$ cat config.mk
export PLATFORM = sky130hd
export DESIGN_NAME = lrm_top
export DESIGN_NICKNAME = d
export VERILOG_FILES = /design/src/hdl/lrm_pkg.sv /design/src/hdl/lrm_top.sv /design/src/hdl/lrm_ka_engine.sv
export SDC_FILE = /design/constraint.sdc
export NUM_CORES = 1
export LEC_CHECK = 0
export BUFFER_PORTS_ARGS = -buffer_cell sky130_fd_sc_hd__buf_2
export CAP_MARGIN = 0
export CORE_MARGIN = 2
export CORE_UTILIZATION = 62
export CTS_BUF_LIST = sky130_fd_sc_hd__clkbuf_8
export DETAILED_ROUTE_END_ITERATION = 8
export PLACE_DENSITY_LB_ADDON = 0.25
export SYNTH_ARGS = -nofsm -noshare
export SYNTH_HDL_FRONTEND = slang
export SYNTH_SLANG_ARGS = --single-unit
$ cat constraint.sdc
create_clock -name pclk -period 3.2 [get_ports pclk]
set_clock_uncertainty 0.05 [all_clocks]
set_input_delay 0.96 -clock pclk [delete_from_list [all_inputs] [get_ports pclk]]
set_output_delay 0.96 -clock pclk [all_outputs]
set_load 0.02 [all_outputs]
$ cat src/hdl/lrm_pkg.sv
// Contract
// - Data scheme is one of eight modulations
// - Only generic data uses adaptive selection
// - Scheme decided locally from neighbour hints
// - Root may impose fixed mode at registration
// - Every generic packet carries four-bit hint
// - Received hint stored, peer age cleared
// - Age at or above timeout forces robust
// - First data to a peer is robust
// - Fresh hint used unless it is 0xF
// - Keep-alive retry: same first, then escalate
// - Retries exhausted store most robust scheme
// - Ack at least as robust when count>1
// - Keep-alive uses CC, RDQPSK, RDBPSK only
// - Terminal answers request with own response
// - Keep-alive reports last rx SNR, power, scheme
// - Escalate power first, then modulation
// - Relax modulation first, then power
// - Repeat count of 7 fails root procedure
package lrm_pkg;

   // ==========================================
   // Register map
   localparam logic [7:0] OFS_CTRL      = 8'h00;
   localparam logic [7:0] OFS_TIMEOUT   = 8'h04;
   localparam logic [7:0] OFS_STATUS    = 8'h08;
   localparam logic [7:0] OFS_MASK      = 8'h0C;
   localparam logic [7:0] OFS_KA_CMD    = 8'h10;
   localparam logic [7:0] OFS_KA_STAT   = 8'h14;
   localparam logic [7:0] OFS_REPORT    = 8'h18;
   localparam logic [7:0] OFS_PEER_SEL  = 8'h1C;
   localparam logic [7:0] OFS_PEER_DATA = 8'h20;

   // ==========================================
   // Fields and reset values
   localparam int CTRL_FIXED_EN   = 0;
   localparam int CTRL_FIXED_LSB  = 4;
   localparam int CTRL_CTLSCH_LSB = 8;
   localparam int CTRL_TERMINAL   = 12;
   localparam int CTRL_ROOT       = 13;
   localparam int CTRL_RETRY_LSB  = 16;
   localparam int KA_CMD_START    = 0;
   localparam int KA_CMD_RELAX    = 1;
   localparam int KA_CMD_PEER_LSB = 8;
   localparam logic [31:0] CTRL_RST    = 32'h0003_0700;
   localparam logic [31:0] TIMEOUT_RST = 32'h0000_003C;
   localparam int ST_KA_DONE  = 0;
   localparam int ST_KA_FAIL  = 1;
   localparam int ST_ALV_FAIL = 2;
   localparam int ST_RX_UPD   = 3;
   localparam int ST_W        = 4;
   localparam logic [2:0] REP_EXHAUSTED = 3'h7;

   // ==========================================
   // Timing
   localparam int SECOND_NS     = 1000000000;
   localparam int CLK_PERIOD_NS = 25;
   localparam int SECOND_CYCLES = SECOND_NS / CLK_PERIOD_NS;

   // ==========================================
   // Scheme codes, higher code is more robust
   typedef enum logic [3:0] {
      S_D8PSK    = 4'b0000,
      S_D8PSK_CC = 4'b0001,
      S_DQPSK    = 4'b0010,
      S_DQPSK_CC = 4'b0011,
      S_DBPSK    = 4'b0100,
      S_DBPSK_CC = 4'b0101,
      S_R_DQPSK  = 4'b0110,
      S_R_DBPSK  = 4'b0111,
      S_NONE     = 4'b1111
   } lrm_scheme_e;

   function automatic logic [3:0] scheme_max(input logic [3:0] a, input logic [3:0] b);
      logic [3:0] x;
      x = (a > b) ? a : b;
      if (x > S_R_DBPSK) begin
         x = S_R_DBPSK;
      end
      return x;
   endfunction

endpackage

$ cat src/hdl/lrm_top.sv
// The APB interface to the registers and the address map were left to the implementer.
`timescale 1ns/1ps
`default_nettype none
module lrm_top #(
   parameter int NPEER    = 8,
   parameter int AGE_W    = 16,
   parameter int POWER_W  = 3,
   parameter int SEC_CYC  = lrm_pkg::SECOND_CYCLES
) (
   // Clock and reset
   input  wire logic                     pclk,
   input  wire logic                     presetn,
   // APB slave
   input  wire logic                     psel,
   input  wire logic                     penable,
   input  wire logic                     pwrite,
   input  wire logic [7:0]               paddr,
   input  wire logic [31:0]              pwdata,
   output logic [31:0]                   prdata,
   output logic                          pready,
   output logic                          pslverr,
   // Interrupt
   output logic                          irq,
   // Received packet
   input  wire logic                     rx_valid,
   input  wire logic                     rx_generic,
   input  wire logic [$clog2(NPEER)-1:0] rx_peer,
   input  wire logic [3:0]               rx_hint,
   input  wire logic [3:0]               rx_scheme,
   // Received keep-alive
   input  wire logic                     rx_ka_valid,
   input  wire logic                     rx_ka_request,
   input  wire logic [2:0]               keepalive_tx_count,
   input  wire logic [7:0]               rx_snr,
   input  wire logic [7:0]               rx_power,
   input  wire logic [2:0]               downlink_repeat_count,
   input  wire logic [2:0]               uplink_repeat_count,
   // Transmit request
   input  wire logic                     tx_req,
   input  wire logic                     tx_control,
   input  wire logic [$clog2(NPEER)-1:0] tx_peer,
   output logic                          tx_grant,
   output logic [3:0]                    tx_scheme,
   output logic [3:0]                    link_quality_hint,
   // Keep-alive link
   input  wire logic                     ka_ack,
   input  wire logic                     ka_nack,
   output logic                          ka_tx,
   output logic [3:0]                    ka_tx_scheme,
   output logic [POWER_W-1:0]            ka_tx_power,
   output logic [2:0]                    ka_tx_count,
   output logic [$clog2(NPEER)-1:0]      ka_peer,
   output logic                          ack_send,
   output logic [3:0]                    ack_scheme,
   // Keep-alive reports
   output logic [7:0]                    rx_snr_report,
   output logic [7:0]                    rx_power_report,
   output logic [3:0]                    rx_scheme_report
);

   localparam int PW  = $clog2(NPEER);
   localparam int CW  = $clog2(SEC_CYC + 1);

   // ==========================================
   // State
   typedef struct packed {
      logic                       fixed_en;
      logic [3:0]                 fixed_scheme;
      logic [3:0]                 ctl_scheme;
      logic                       terminal;
      logic                       root;
      logic [2:0]                 retry;
      logic [AGE_W-1:0]           timeout;
      logic [lrm_pkg::ST_W-1:0]   status;
      logic [lrm_pkg::ST_W-1:0]   mask;
      logic [PW-1:0]              peer_sel;
      logic [PW-1:0]              ka_peer;
      logic [NPEER-1:0][3:0]      sch;
      logic [NPEER-1:0][AGE_W-1:0] age;
      logic [NPEER-1:0]           sent;
      logic [CW-1:0]              presc;
      logic [31:0]                rdata;
      logic                       tx_grant;
      logic [3:0]                 tx_scheme;
      logic [3:0]                 tx_hint;
      logic [3:0]                 own_hint;
      logic                       ack_send;
      logic [3:0]                 ack_scheme;
      logic [7:0]                 rep_snr;
      logic [7:0]                 rep_pow;
      logic [3:0]                 rep_enc;
      logic                       ka_start;
      logic [3:0]                 ka_start_scheme;
      logic                       relax;
   } lrm_top_s;

   lrm_top_s st_reg;
   lrm_top_s st_next;

   // ==========================================
   // Keep-alive engine
   logic               ka_busy;
   logic [3:0]         ka_scheme;
   logic [POWER_W-1:0] ka_power;
   logic [2:0]         ka_count;
   logic               ka_done;
   logic               ka_fail;
   logic               ka_txp;

   lrm_ka_engine #(
      .POWER_W (POWER_W)
   ) u_ka (
      .pclk         (pclk),
      .presetn      (presetn),
      .start        (st_reg.ka_start),
      .start_scheme (st_reg.ka_start_scheme),
      .relax        (st_reg.relax),
      .retry_limit  (st_reg.retry),
      .ack          (ka_ack),
      .nack         (ka_nack),
      .busy         (ka_busy),
      .tx           (ka_txp),
      .scheme       (ka_scheme),
      .power        (ka_power),
      .count        (ka_count),
      .done         (ka_done),
      .fail         (ka_fail)
   );

   // ==========================================
   // Bus decode
   logic        acc;
   logic        wr;
   logic        hit;
   logic [31:0] rmux;
   logic        tick;
   logic [lrm_pkg::ST_W-1:0] ev;

   always_comb begin
      acc = psel && penable;
      wr  = acc && pwrite;
      hit = 1'b1;
      case (paddr)
         lrm_pkg::OFS_CTRL: begin
            rmux = {13'h0000, st_reg.retry, 2'h0, st_reg.root, st_reg.terminal,
                    st_reg.ctl_scheme, st_reg.fixed_scheme, 3'h0, st_reg.fixed_en};
         end
         lrm_pkg::OFS_TIMEOUT: begin
            rmux = 32'(st_reg.timeout);
         end
         lrm_pkg::OFS_STATUS: begin
            rmux = 32'(st_reg.status);
         end
         lrm_pkg::OFS_MASK: begin
            rmux = 32'(st_reg.mask);
         end
         lrm_pkg::OFS_KA_CMD: begin
            rmux = 32'(st_reg.ka_peer) << lrm_pkg::KA_CMD_PEER_LSB;
         end
         lrm_pkg::OFS_KA_STAT: begin
            rmux = {18'h00000, 3'(ka_power), ka_count, ka_scheme, 3'h0, ka_busy};
         end
         lrm_pkg::OFS_REPORT: begin
            rmux = {12'h000, st_reg.rep_enc, st_reg.rep_pow, st_reg.rep_snr};
         end
         lrm_pkg::OFS_PEER_SEL: begin
            rmux = 32'(st_reg.peer_sel);
         end
         lrm_pkg::OFS_PEER_DATA: begin
            rmux = {st_reg.sent[st_reg.peer_sel], 11'h000,
                    st_reg.sch[st_reg.peer_sel], 16'(st_reg.age[st_reg.peer_sel])};
         end
         default: begin
            rmux = 32'h0000_0000;
            hit  = 1'b0;
         end
      endcase
   end

   // ==========================================
   // Next state
   always_comb begin
      st_next          = st_reg;
      st_next.tx_grant = 1'b0;
      st_next.ack_send = 1'b0;
      st_next.ka_start = 1'b0;
      st_next.relax    = 1'b0;
      ev               = '0;
      tick             = (st_reg.presc == CW'(SEC_CYC - 1));

      // One-second prescaler
      st_next.presc = tick ? '0 : st_reg.presc + 1'b1;

      // Read data captured in the setup phase
      if (psel && !penable) begin
         st_next.rdata = rmux;
      end

      // Register writes
      if (wr) begin
         case (paddr)
            lrm_pkg::OFS_CTRL: begin
               st_next.fixed_en     = pwdata[lrm_pkg::CTRL_FIXED_EN];
               st_next.fixed_scheme = pwdata[lrm_pkg::CTRL_FIXED_LSB +: 4];
               st_next.ctl_scheme   = pwdata[lrm_pkg::CTRL_CTLSCH_LSB +: 4];
               st_next.terminal     = pwdata[lrm_pkg::CTRL_TERMINAL];
               st_next.root         = pwdata[lrm_pkg::CTRL_ROOT];
               st_next.retry        = pwdata[lrm_pkg::CTRL_RETRY_LSB +: 3];
            end
            lrm_pkg::OFS_TIMEOUT: begin
               st_next.timeout = pwdata[AGE_W-1:0];
            end
            lrm_pkg::OFS_MASK: begin
               st_next.mask = pwdata[lrm_pkg::ST_W-1:0];
            end
            lrm_pkg::OFS_KA_CMD: begin
               if (!ka_busy) begin
                  st_next.ka_peer = pwdata[lrm_pkg::KA_CMD_PEER_LSB +: PW];
               end
               st_next.ka_start = pwdata[lrm_pkg::KA_CMD_START];
               st_next.ka_start_scheme = st_reg.sch[pwdata[lrm_pkg::KA_CMD_PEER_LSB +: PW]];
               st_next.relax = pwdata[lrm_pkg::KA_CMD_RELAX];
            end
            lrm_pkg::OFS_PEER_SEL: begin
               st_next.peer_sel = pwdata[PW-1:0];
            end
            default: begin
               st_next.peer_sel = st_reg.peer_sel;
            end
         endcase
      end

      // Peer info ageing, saturating, in seconds
      for (int i = 0; i < NPEER; i++) begin
         if (tick && st_reg.age[i] != {AGE_W{1'b1}}) begin
            st_next.age[i] = st_reg.age[i] + 1'b1;
         end
      end

      // Exhausted retries record the most robust scheme for the link
      if (ka_fail) begin
         st_next.sch[st_reg.ka_peer] = lrm_pkg::S_R_DBPSK;
         st_next.age[st_reg.ka_peer] = '0;
         ev[lrm_pkg::ST_KA_FAIL] = 1'b1;
      end
      if (ka_done) begin
         ev[lrm_pkg::ST_KA_DONE] = 1'b1;
      end

      // Generic packet received: store hint and restart age
      if (rx_valid && rx_generic) begin
         st_next.sch[rx_peer] = rx_hint;
         st_next.age[rx_peer] = '0;
         st_next.own_hint = rx_scheme;
         ev[lrm_pkg::ST_RX_UPD] = 1'b1;
      end

      // Keep-alive received
      if (rx_ka_valid) begin
         st_next.rep_snr  = rx_snr;
         st_next.rep_pow  = rx_power;
         st_next.rep_enc  = rx_scheme;
         st_next.own_hint = rx_scheme;
         st_next.ack_send = 1'b1;
         if (keepalive_tx_count > 3'h1) begin
            st_next.ack_scheme = lrm_pkg::scheme_max(rx_scheme,
                                                     lrm_pkg::S_DBPSK_CC);
         end else begin
            st_next.ack_scheme = lrm_pkg::S_DBPSK_CC;
         end
         if (rx_ka_request && st_reg.terminal && !ka_busy) begin
            st_next.ka_start        = 1'b1;
            st_next.ka_peer         = rx_peer;
            st_next.ka_start_scheme = lrm_pkg::S_DBPSK_CC;
         end
         if (st_reg.root && (downlink_repeat_count == lrm_pkg::REP_EXHAUSTED ||
                             uplink_repeat_count == lrm_pkg::REP_EXHAUSTED)) begin
            ev[lrm_pkg::ST_ALV_FAIL] = 1'b1;
         end
      end

      // Transmit scheme selection
      if (tx_req) begin
         st_next.tx_grant = 1'b1;
         st_next.tx_hint  = st_reg.own_hint;
         if (tx_control) begin
            st_next.tx_scheme = st_reg.ctl_scheme;
         end else if (st_reg.fixed_en) begin
            st_next.tx_scheme = st_reg.fixed_scheme;
         end else if (!st_reg.sent[tx_peer]) begin
            st_next.tx_scheme = lrm_pkg::S_R_DBPSK;
         end else if (st_reg.age[tx_peer] >= st_reg.timeout) begin
            st_next.tx_scheme = lrm_pkg::S_R_DBPSK;
         end else if (st_reg.sch[tx_peer] == lrm_pkg::S_NONE) begin
            st_next.tx_scheme = lrm_pkg::S_R_DBPSK;
         end else begin
            st_next.tx_scheme = st_reg.sch[tx_peer];
         end
         if (!tx_control) begin
            st_next.sent[tx_peer] = 1'b1;
         end
      end

      // Sticky status, set wins over write-one-to-clear
      if (wr && paddr == lrm_pkg::OFS_STATUS) begin
         st_next.status = (st_reg.status & ~pwdata[lrm_pkg::ST_W-1:0]) | ev;
      end else begin
         st_next.status = st_reg.status | ev;
      end
   end

   // ==========================================
   // Registers
   always_ff @(posedge pclk or negedge presetn) begin
      if (!presetn) begin
         st_reg              <= '0;
         st_reg.fixed_en     <= lrm_pkg::CTRL_RST[lrm_pkg::CTRL_FIXED_EN];
         st_reg.fixed_scheme <= lrm_pkg::CTRL_RST[lrm_pkg::CTRL_FIXED_LSB +: 4];
         st_reg.ctl_scheme   <= lrm_pkg::CTRL_RST[lrm_pkg::CTRL_CTLSCH_LSB +: 4];
         st_reg.retry        <= lrm_pkg::CTRL_RST[lrm_pkg::CTRL_RETRY_LSB +: 3];
         st_reg.timeout      <= lrm_pkg::TIMEOUT_RST[AGE_W-1:0];
         st_reg.sch          <= {NPEER{lrm_pkg::S_NONE}};
         st_reg.own_hint     <= lrm_pkg::S_NONE;
         st_reg.tx_hint      <= lrm_pkg::S_NONE;
      end else begin
         st_reg <= st_next;
      end
   end

   // ==========================================
   // Outputs
   assign pready            = 1'b1;
   assign pslverr           = acc && !hit;
   assign prdata            = st_reg.rdata;
   assign irq               = |(st_reg.status & st_reg.mask);
   assign tx_grant          = st_reg.tx_grant;
   assign tx_scheme         = st_reg.tx_scheme;
   assign link_quality_hint = st_reg.tx_hint;
   assign ka_tx             = ka_txp;
   assign ka_tx_scheme      = ka_scheme;
   assign ka_tx_power       = ka_power;
   assign ka_tx_count       = ka_count;
   assign ka_peer           = st_reg.ka_peer;
   assign ack_send          = st_reg.ack_send;
   assign ack_scheme        = st_reg.ack_scheme;
   assign rx_snr_report     = st_reg.rep_snr;
   assign rx_power_report   = st_reg.rep_pow;
   assign rx_scheme_report  = st_reg.rep_enc;

endmodule
`default_nettype wire

$ cat src/hdl/lrm_ka_engine.sv
`timescale 1ns/1ps
`default_nettype none
module lrm_ka_engine #(
   parameter int POWER_W = 3
) (
   // Clock and reset
   input  wire logic               pclk,
   input  wire logic               presetn,
   // Control
   input  wire logic               start,
   input  wire logic [3:0]         start_scheme,
   input  wire logic               relax,
   input  wire logic [2:0]         retry_limit,
   input  wire logic               ack,
   input  wire logic               nack,
   // Status
   output logic                    busy,
   output logic                    tx,
   output logic [3:0]              scheme,
   output logic [POWER_W-1:0]      power,
   output logic [2:0]              count,
   output logic                    done,
   output logic                    fail
);

   // ==========================================
   // State
   typedef struct packed {
      logic               busy;
      logic               tx;
      logic [3:0]         scheme;
      logic [POWER_W-1:0] power;
      logic [2:0]         count;
      logic               done;
      logic               fail;
   } lrm_ka_s;

   lrm_ka_s st_reg;
   lrm_ka_s st_next;

   // ==========================================
   // Retry and escalation
   always_comb begin
      st_next      = st_reg;
      st_next.tx   = 1'b0;
      st_next.done = 1'b0;
      st_next.fail = 1'b0;
      if (!st_reg.busy && start) begin
         st_next.busy   = 1'b1;
         st_next.scheme = lrm_pkg::scheme_max(start_scheme, lrm_pkg::S_DBPSK_CC);
         st_next.count  = 3'h1;
         st_next.tx     = 1'b1;
      end else if (st_reg.busy && ack) begin
         st_next.busy = 1'b0;
         st_next.done = 1'b1;
      end else if (st_reg.busy && nack) begin
         if (st_reg.count >= retry_limit) begin
            st_next.busy = 1'b0;
            st_next.fail = 1'b1;
         end else begin
            if (st_reg.count >= 3'h2) begin
               if (st_reg.power != {POWER_W{1'b1}}) begin
                  st_next.power = st_reg.power + 1'b1;
               end else begin
                  st_next.scheme = lrm_pkg::scheme_max(st_reg.scheme + 4'h1,
                                                       st_reg.scheme);
               end
            end
            st_next.count = st_reg.count + 3'h1;
            st_next.tx    = 1'b1;
         end
      end else if (!st_reg.busy && relax) begin
         if (st_reg.scheme > lrm_pkg::S_DBPSK_CC) begin
            st_next.scheme = st_reg.scheme - 4'h1;
         end else if (st_reg.power != '0) begin
            st_next.power = st_reg.power - 1'b1;
         end
      end
   end

   always_ff @(posedge pclk or negedge presetn) begin
      if (!presetn) begin
         st_reg <= '{busy: 1'b0, tx: 1'b0, scheme: lrm_pkg::S_DBPSK_CC,
                     power: '0, count: 3'h0, done: 1'b0, fail: 1'b0};
      end else begin
         st_reg <= st_next;
      end
   end

   assign busy   = st_reg.busy;
   assign tx     = st_reg.tx;
   assign scheme = st_reg.scheme;
   assign power  = st_reg.power;
   assign count  = st_reg.count;
   assign done   = st_reg.done;
   assign fail   = st_reg.fail;

endmodule
`default_nettype wire

==> flow_summary.toml <==
[outcome]
outcome = "finished, final reports clean"

[layout]
largest_reg_flops = 245
finalNonFillerCells = 2343
drive_above_1_share_pct = 30.89
nets = 2039
area_growth_pct = 13.98
final_util_pct = 72.10

[grt]
antenna_found_initial = 1
grt_overflow = 0
grt_first_pass_wirelength_mm = 84.81
grt_max_degree = 69
grt_usage_pct = 34.92
grt_pass1_vias = 14880

[clock_tree]
htree_num_levels = 2
cts_root_buffer = "clkbuf_8"
cts_hold_buf = 0
cts_sinks = 317
insertion_delay_ns = 0.60
path_clk_slew_ns = 0.05
numCtsBuffers = 54
cts_tree = "yes"
postCtsSetupBuffers = 0
cts_max_path_buffers = 3

[placement]
dp_hpwl_mm = 41.63
dpl.cell_count = 2242
post-place-ws_ns = -0.4911
place_congestion = 1.039
port_buffers = 148

[sta]
drv_slew = 0
timing.final.crit_share_pct = 96.51
hold_viol = 0
hold_ws_ns = 0.2824
rsz0062_at_grt = "no"
relSlewSlack_pct = 41.43
setup_violations = 0
max_freq_mhz = 323.8
min_period_ns = 3.088
worst_slack_ns = 0.1118
worst_pin_slew_ns = 0.8769
tns_ns = 0

[pwr]
p_sw_share_pct = 26.06
power_per_cell_area_nw_per_um2 = 435.7
p_sw_mw = 2.433
p_int_mw = 6.904
comb_power_share_pct = 10.7
peakVddDrop_uv = 311.1
p_seq_share_pct = 48.1
leakagePower_nw = 9.581
p_clk_share_pct = 41.3

[worst_setup_path]
cp_top_family = "simple AND/OR/NAND/NOR gates"
r2r_slack_ns = 0.43
worstPathArrival_ns = 2.08
end_kind = "primary output"
reg2reg_from = "st_reg[206]$_DFF_PN0_"
slowest_stage = "nor4_2"
cp_common_cell = "buf_2"
cp-start-kind = "input pin"
critPathBufInv = 2
rr_worst_depth = 9
critPathRequiredTime_ns = 2.19
cp_slowest_stage_delay_ns = 0.39
cp-startpoint = "paddr[1]"
cp_max_fo = 3
crit_type = "in -> out"
timing.rr.end = "tx_scheme[2]$_DFFE_PN0P_"
path_cells = "buf_2 > nor4_2 > nand4b_1 > and4_1 > buf_2"

[yosys]
synth_fa_ha_area_share_pct = 2.529
syn_area_sq_um = 18800
synthMuxAreaShare_pct = 19.13
synth_top_family_by_area = "multiplexers"
synthArstFlopShare_pct = 100.0
synth_area_leaders = "dfrtp_1, mux4_2, dfstp_2, mux2_2, xor2_1"
synth_cell_type_count = 71
synth_xor_area_share_pct = 5.311
synth_edf_count = 0
synth_top_area_share_pct = 35.41
ys_seq_area_share_pct = 42.54
synth-compound-area-share_pct = 9.265
yosys.area_share.simple_pct = 15.48
synth_seq_cells = 317
syn_inst = 1742
syn_area_per_cell_sq_um = 10.79
synth_ff_type = "dfrtp_1"
yosysWarnings = 0
synth_top_area_cell = "dfrtp_1"

[detailed_routing]
drtIter0Drc = 1623
avgRoutedWirePerCell_microns = 23.36
via_count = 15400
first_pass_iters = 5
drt-total-wl_mm = 54.74
drtAntennaViolNets = 0
drc_errors = 0
vias_per_cell = 6.572

[floorplan]
placementRows = 63
ios = 175
core_area_sq_um = 29720
die_h_microns = 178.1
floorplan.die_area_sq_um = 31730
die_x_microns = 178.1
start_util_pct = 63.26

[flow_run]
cap_violations = 0

[min_path]
hp-class = "in -> async"
cells in the mapped netlist, types with 9 or more instances:
library cell and count:
a211oi_1 15, nand2b_1 13, dfrtp_1 266, dfstp_2 51, o22ai_1 13, a21oi_1 60, buf_4 71, nand2_1 106
nor3_1 21, o22a_1 26, and4_1 21, clkbuf_1 61, o21ai_0 63, nand3_1 62, and2_1 14, nand4_1 56
and3_1 41, o211ai_1 9, a21o_1 10, buf_2 14, or3_1 26, mux2i_1 59, xnor2_1 29, mux4_2 92
ha_1 38, mux2_2 83, xor2_1 85, nor2b_1 11, inv_1 50, buf_1 14, nor2_1 168
stage by stage:
stage	instance area (sq um)	total power, mW
6_report	21430	9.337
5_1_grt	21420	9.667
4_1_cts	21380	9.354
3_5_place_dp	20220	5.531
3_3_place_gp	20220	5.488
2_1_floorplan	19000	5.163
placed cells by master (no fill, tap or decap), types with 8 or more instances in the layout:
cell | Yosys | layout
a21o_1 | 10 | 10
and3_1 | 41 | 41
conb_1 | 2 | 12
or3_1 | 26 | 26
mux2_2 | 83 | 80
o22a_1 | 26 | 26
xnor2_1 | 29 | 29
and2_1 | 14 | 14
o21ai_0 | 63 | 56
nand4_1 | 56 | 56
o211ai_1 | 9 | 9
nand2_1 | 106 | 106
nand3_1 | 62 | 62
nor2_1 | 168 | 167
dfrtp_1 | 266 | 265
mux4_2 | 92 | 92
ha_1 | 38 | 33
clkbuf_8 | 0 | 69
nand2b_1 | 13 | 13
inv_1 | 50 | 69
buf_12 | 0 | 8
nor3_1 | 21 | 21
nor2b_1 | 11 | 11
buf_2 | 14 | 146
o22ai_1 | 13 | 13
mux2i_1 | 59 | 59
dfstp_2 | 51 | 51
a21oi_1 | 60 | 60
buf_4 | 71 | 104
and4_1 | 21 | 21
a211oi_1 | 15 | 14
xor2_1 | 85 | 85
logic make-up after synthesis:
family          Yosys count
simple gates            570
compound gates          257
flops                   317
buf+inv                 210
mux                     234
other cells               2
fa+ha+maj                38
xor+xnor                114
worst register-to-register path, cell delays in order, from the launching register on:
cell and delay [ns]:
dfrtp_1 0.48, mux4_2 0.51, mux2i_1 0.16, ha_1 0.24
nand2b_1 0.15, a2111oi_2 0.37, nor3_1 0.11, a21oi_1 0.18
o311a_1 0.30, a21oi_1 0.11
layout make-up:
cell class,instances,area [sq um]
clock inverter,30,210.2
inverter,50,187.7
fill,2110,8290
sequential,317,7998
clock buffer,69,949.7
multi-input combinational,1225,9872
timing repair buffer,261,1719
tap,390,488.0
antenna,1,2.502
how the worst max path moves through the flow:
stage	to	slack, ns	cells after the start
after floorplan	tx_scheme[0]$_DFFE_PN0P_	-0.20	12
after global routing	tx_scheme[2]$_DFFE_PN0P_	0.005	11
final	pslverr	0.11	5
after CTS	pslverr	0.02	5
after global placement	tx_scheme[2]$_DFFE_PN0P_	-0.47	10
after detailed placement	tx_scheme[2]$_DFFE_PN0P_	-0.49	11
what timing repair did:
| item | CTS | global route |
|---|---|---|
| resized for setup | 0 | 4 |
| endpoints found under the hold margin | 0 | 0 |
| endpoints found under the setup margin | 0 | 5 |
power by group through the flow:
| stage | combinational (mW) | sequential [mW] | clock (mW) |
|---|---|---|---|
| final | 0.995 | 4.49 | 3.85 |
| after global routing | 1.08 | 4.50 | 4.08 |
| after CTS | 0.989 | 4.48 | 3.89 |
| after detailed placement | 0.985 | 4.55 | 0 |
| after global placement | 0.958 | 4.53 | 0 |
| after floorplan | 0.697 | 4.47 | 0 |
metal layers:
layer / part of all wire, % / vias to the layer above / GRT usage, %
met4: 4.5 / 2 / 14.38
met1: 40 / 7626 / 48.02
li1: - / 6666 / -
met2: 46 / 921 / 54.57
met5: 0.016 / - / 0
met3: 9.9 / 184 / 7.097
Power figures use the tool's default switching activity.
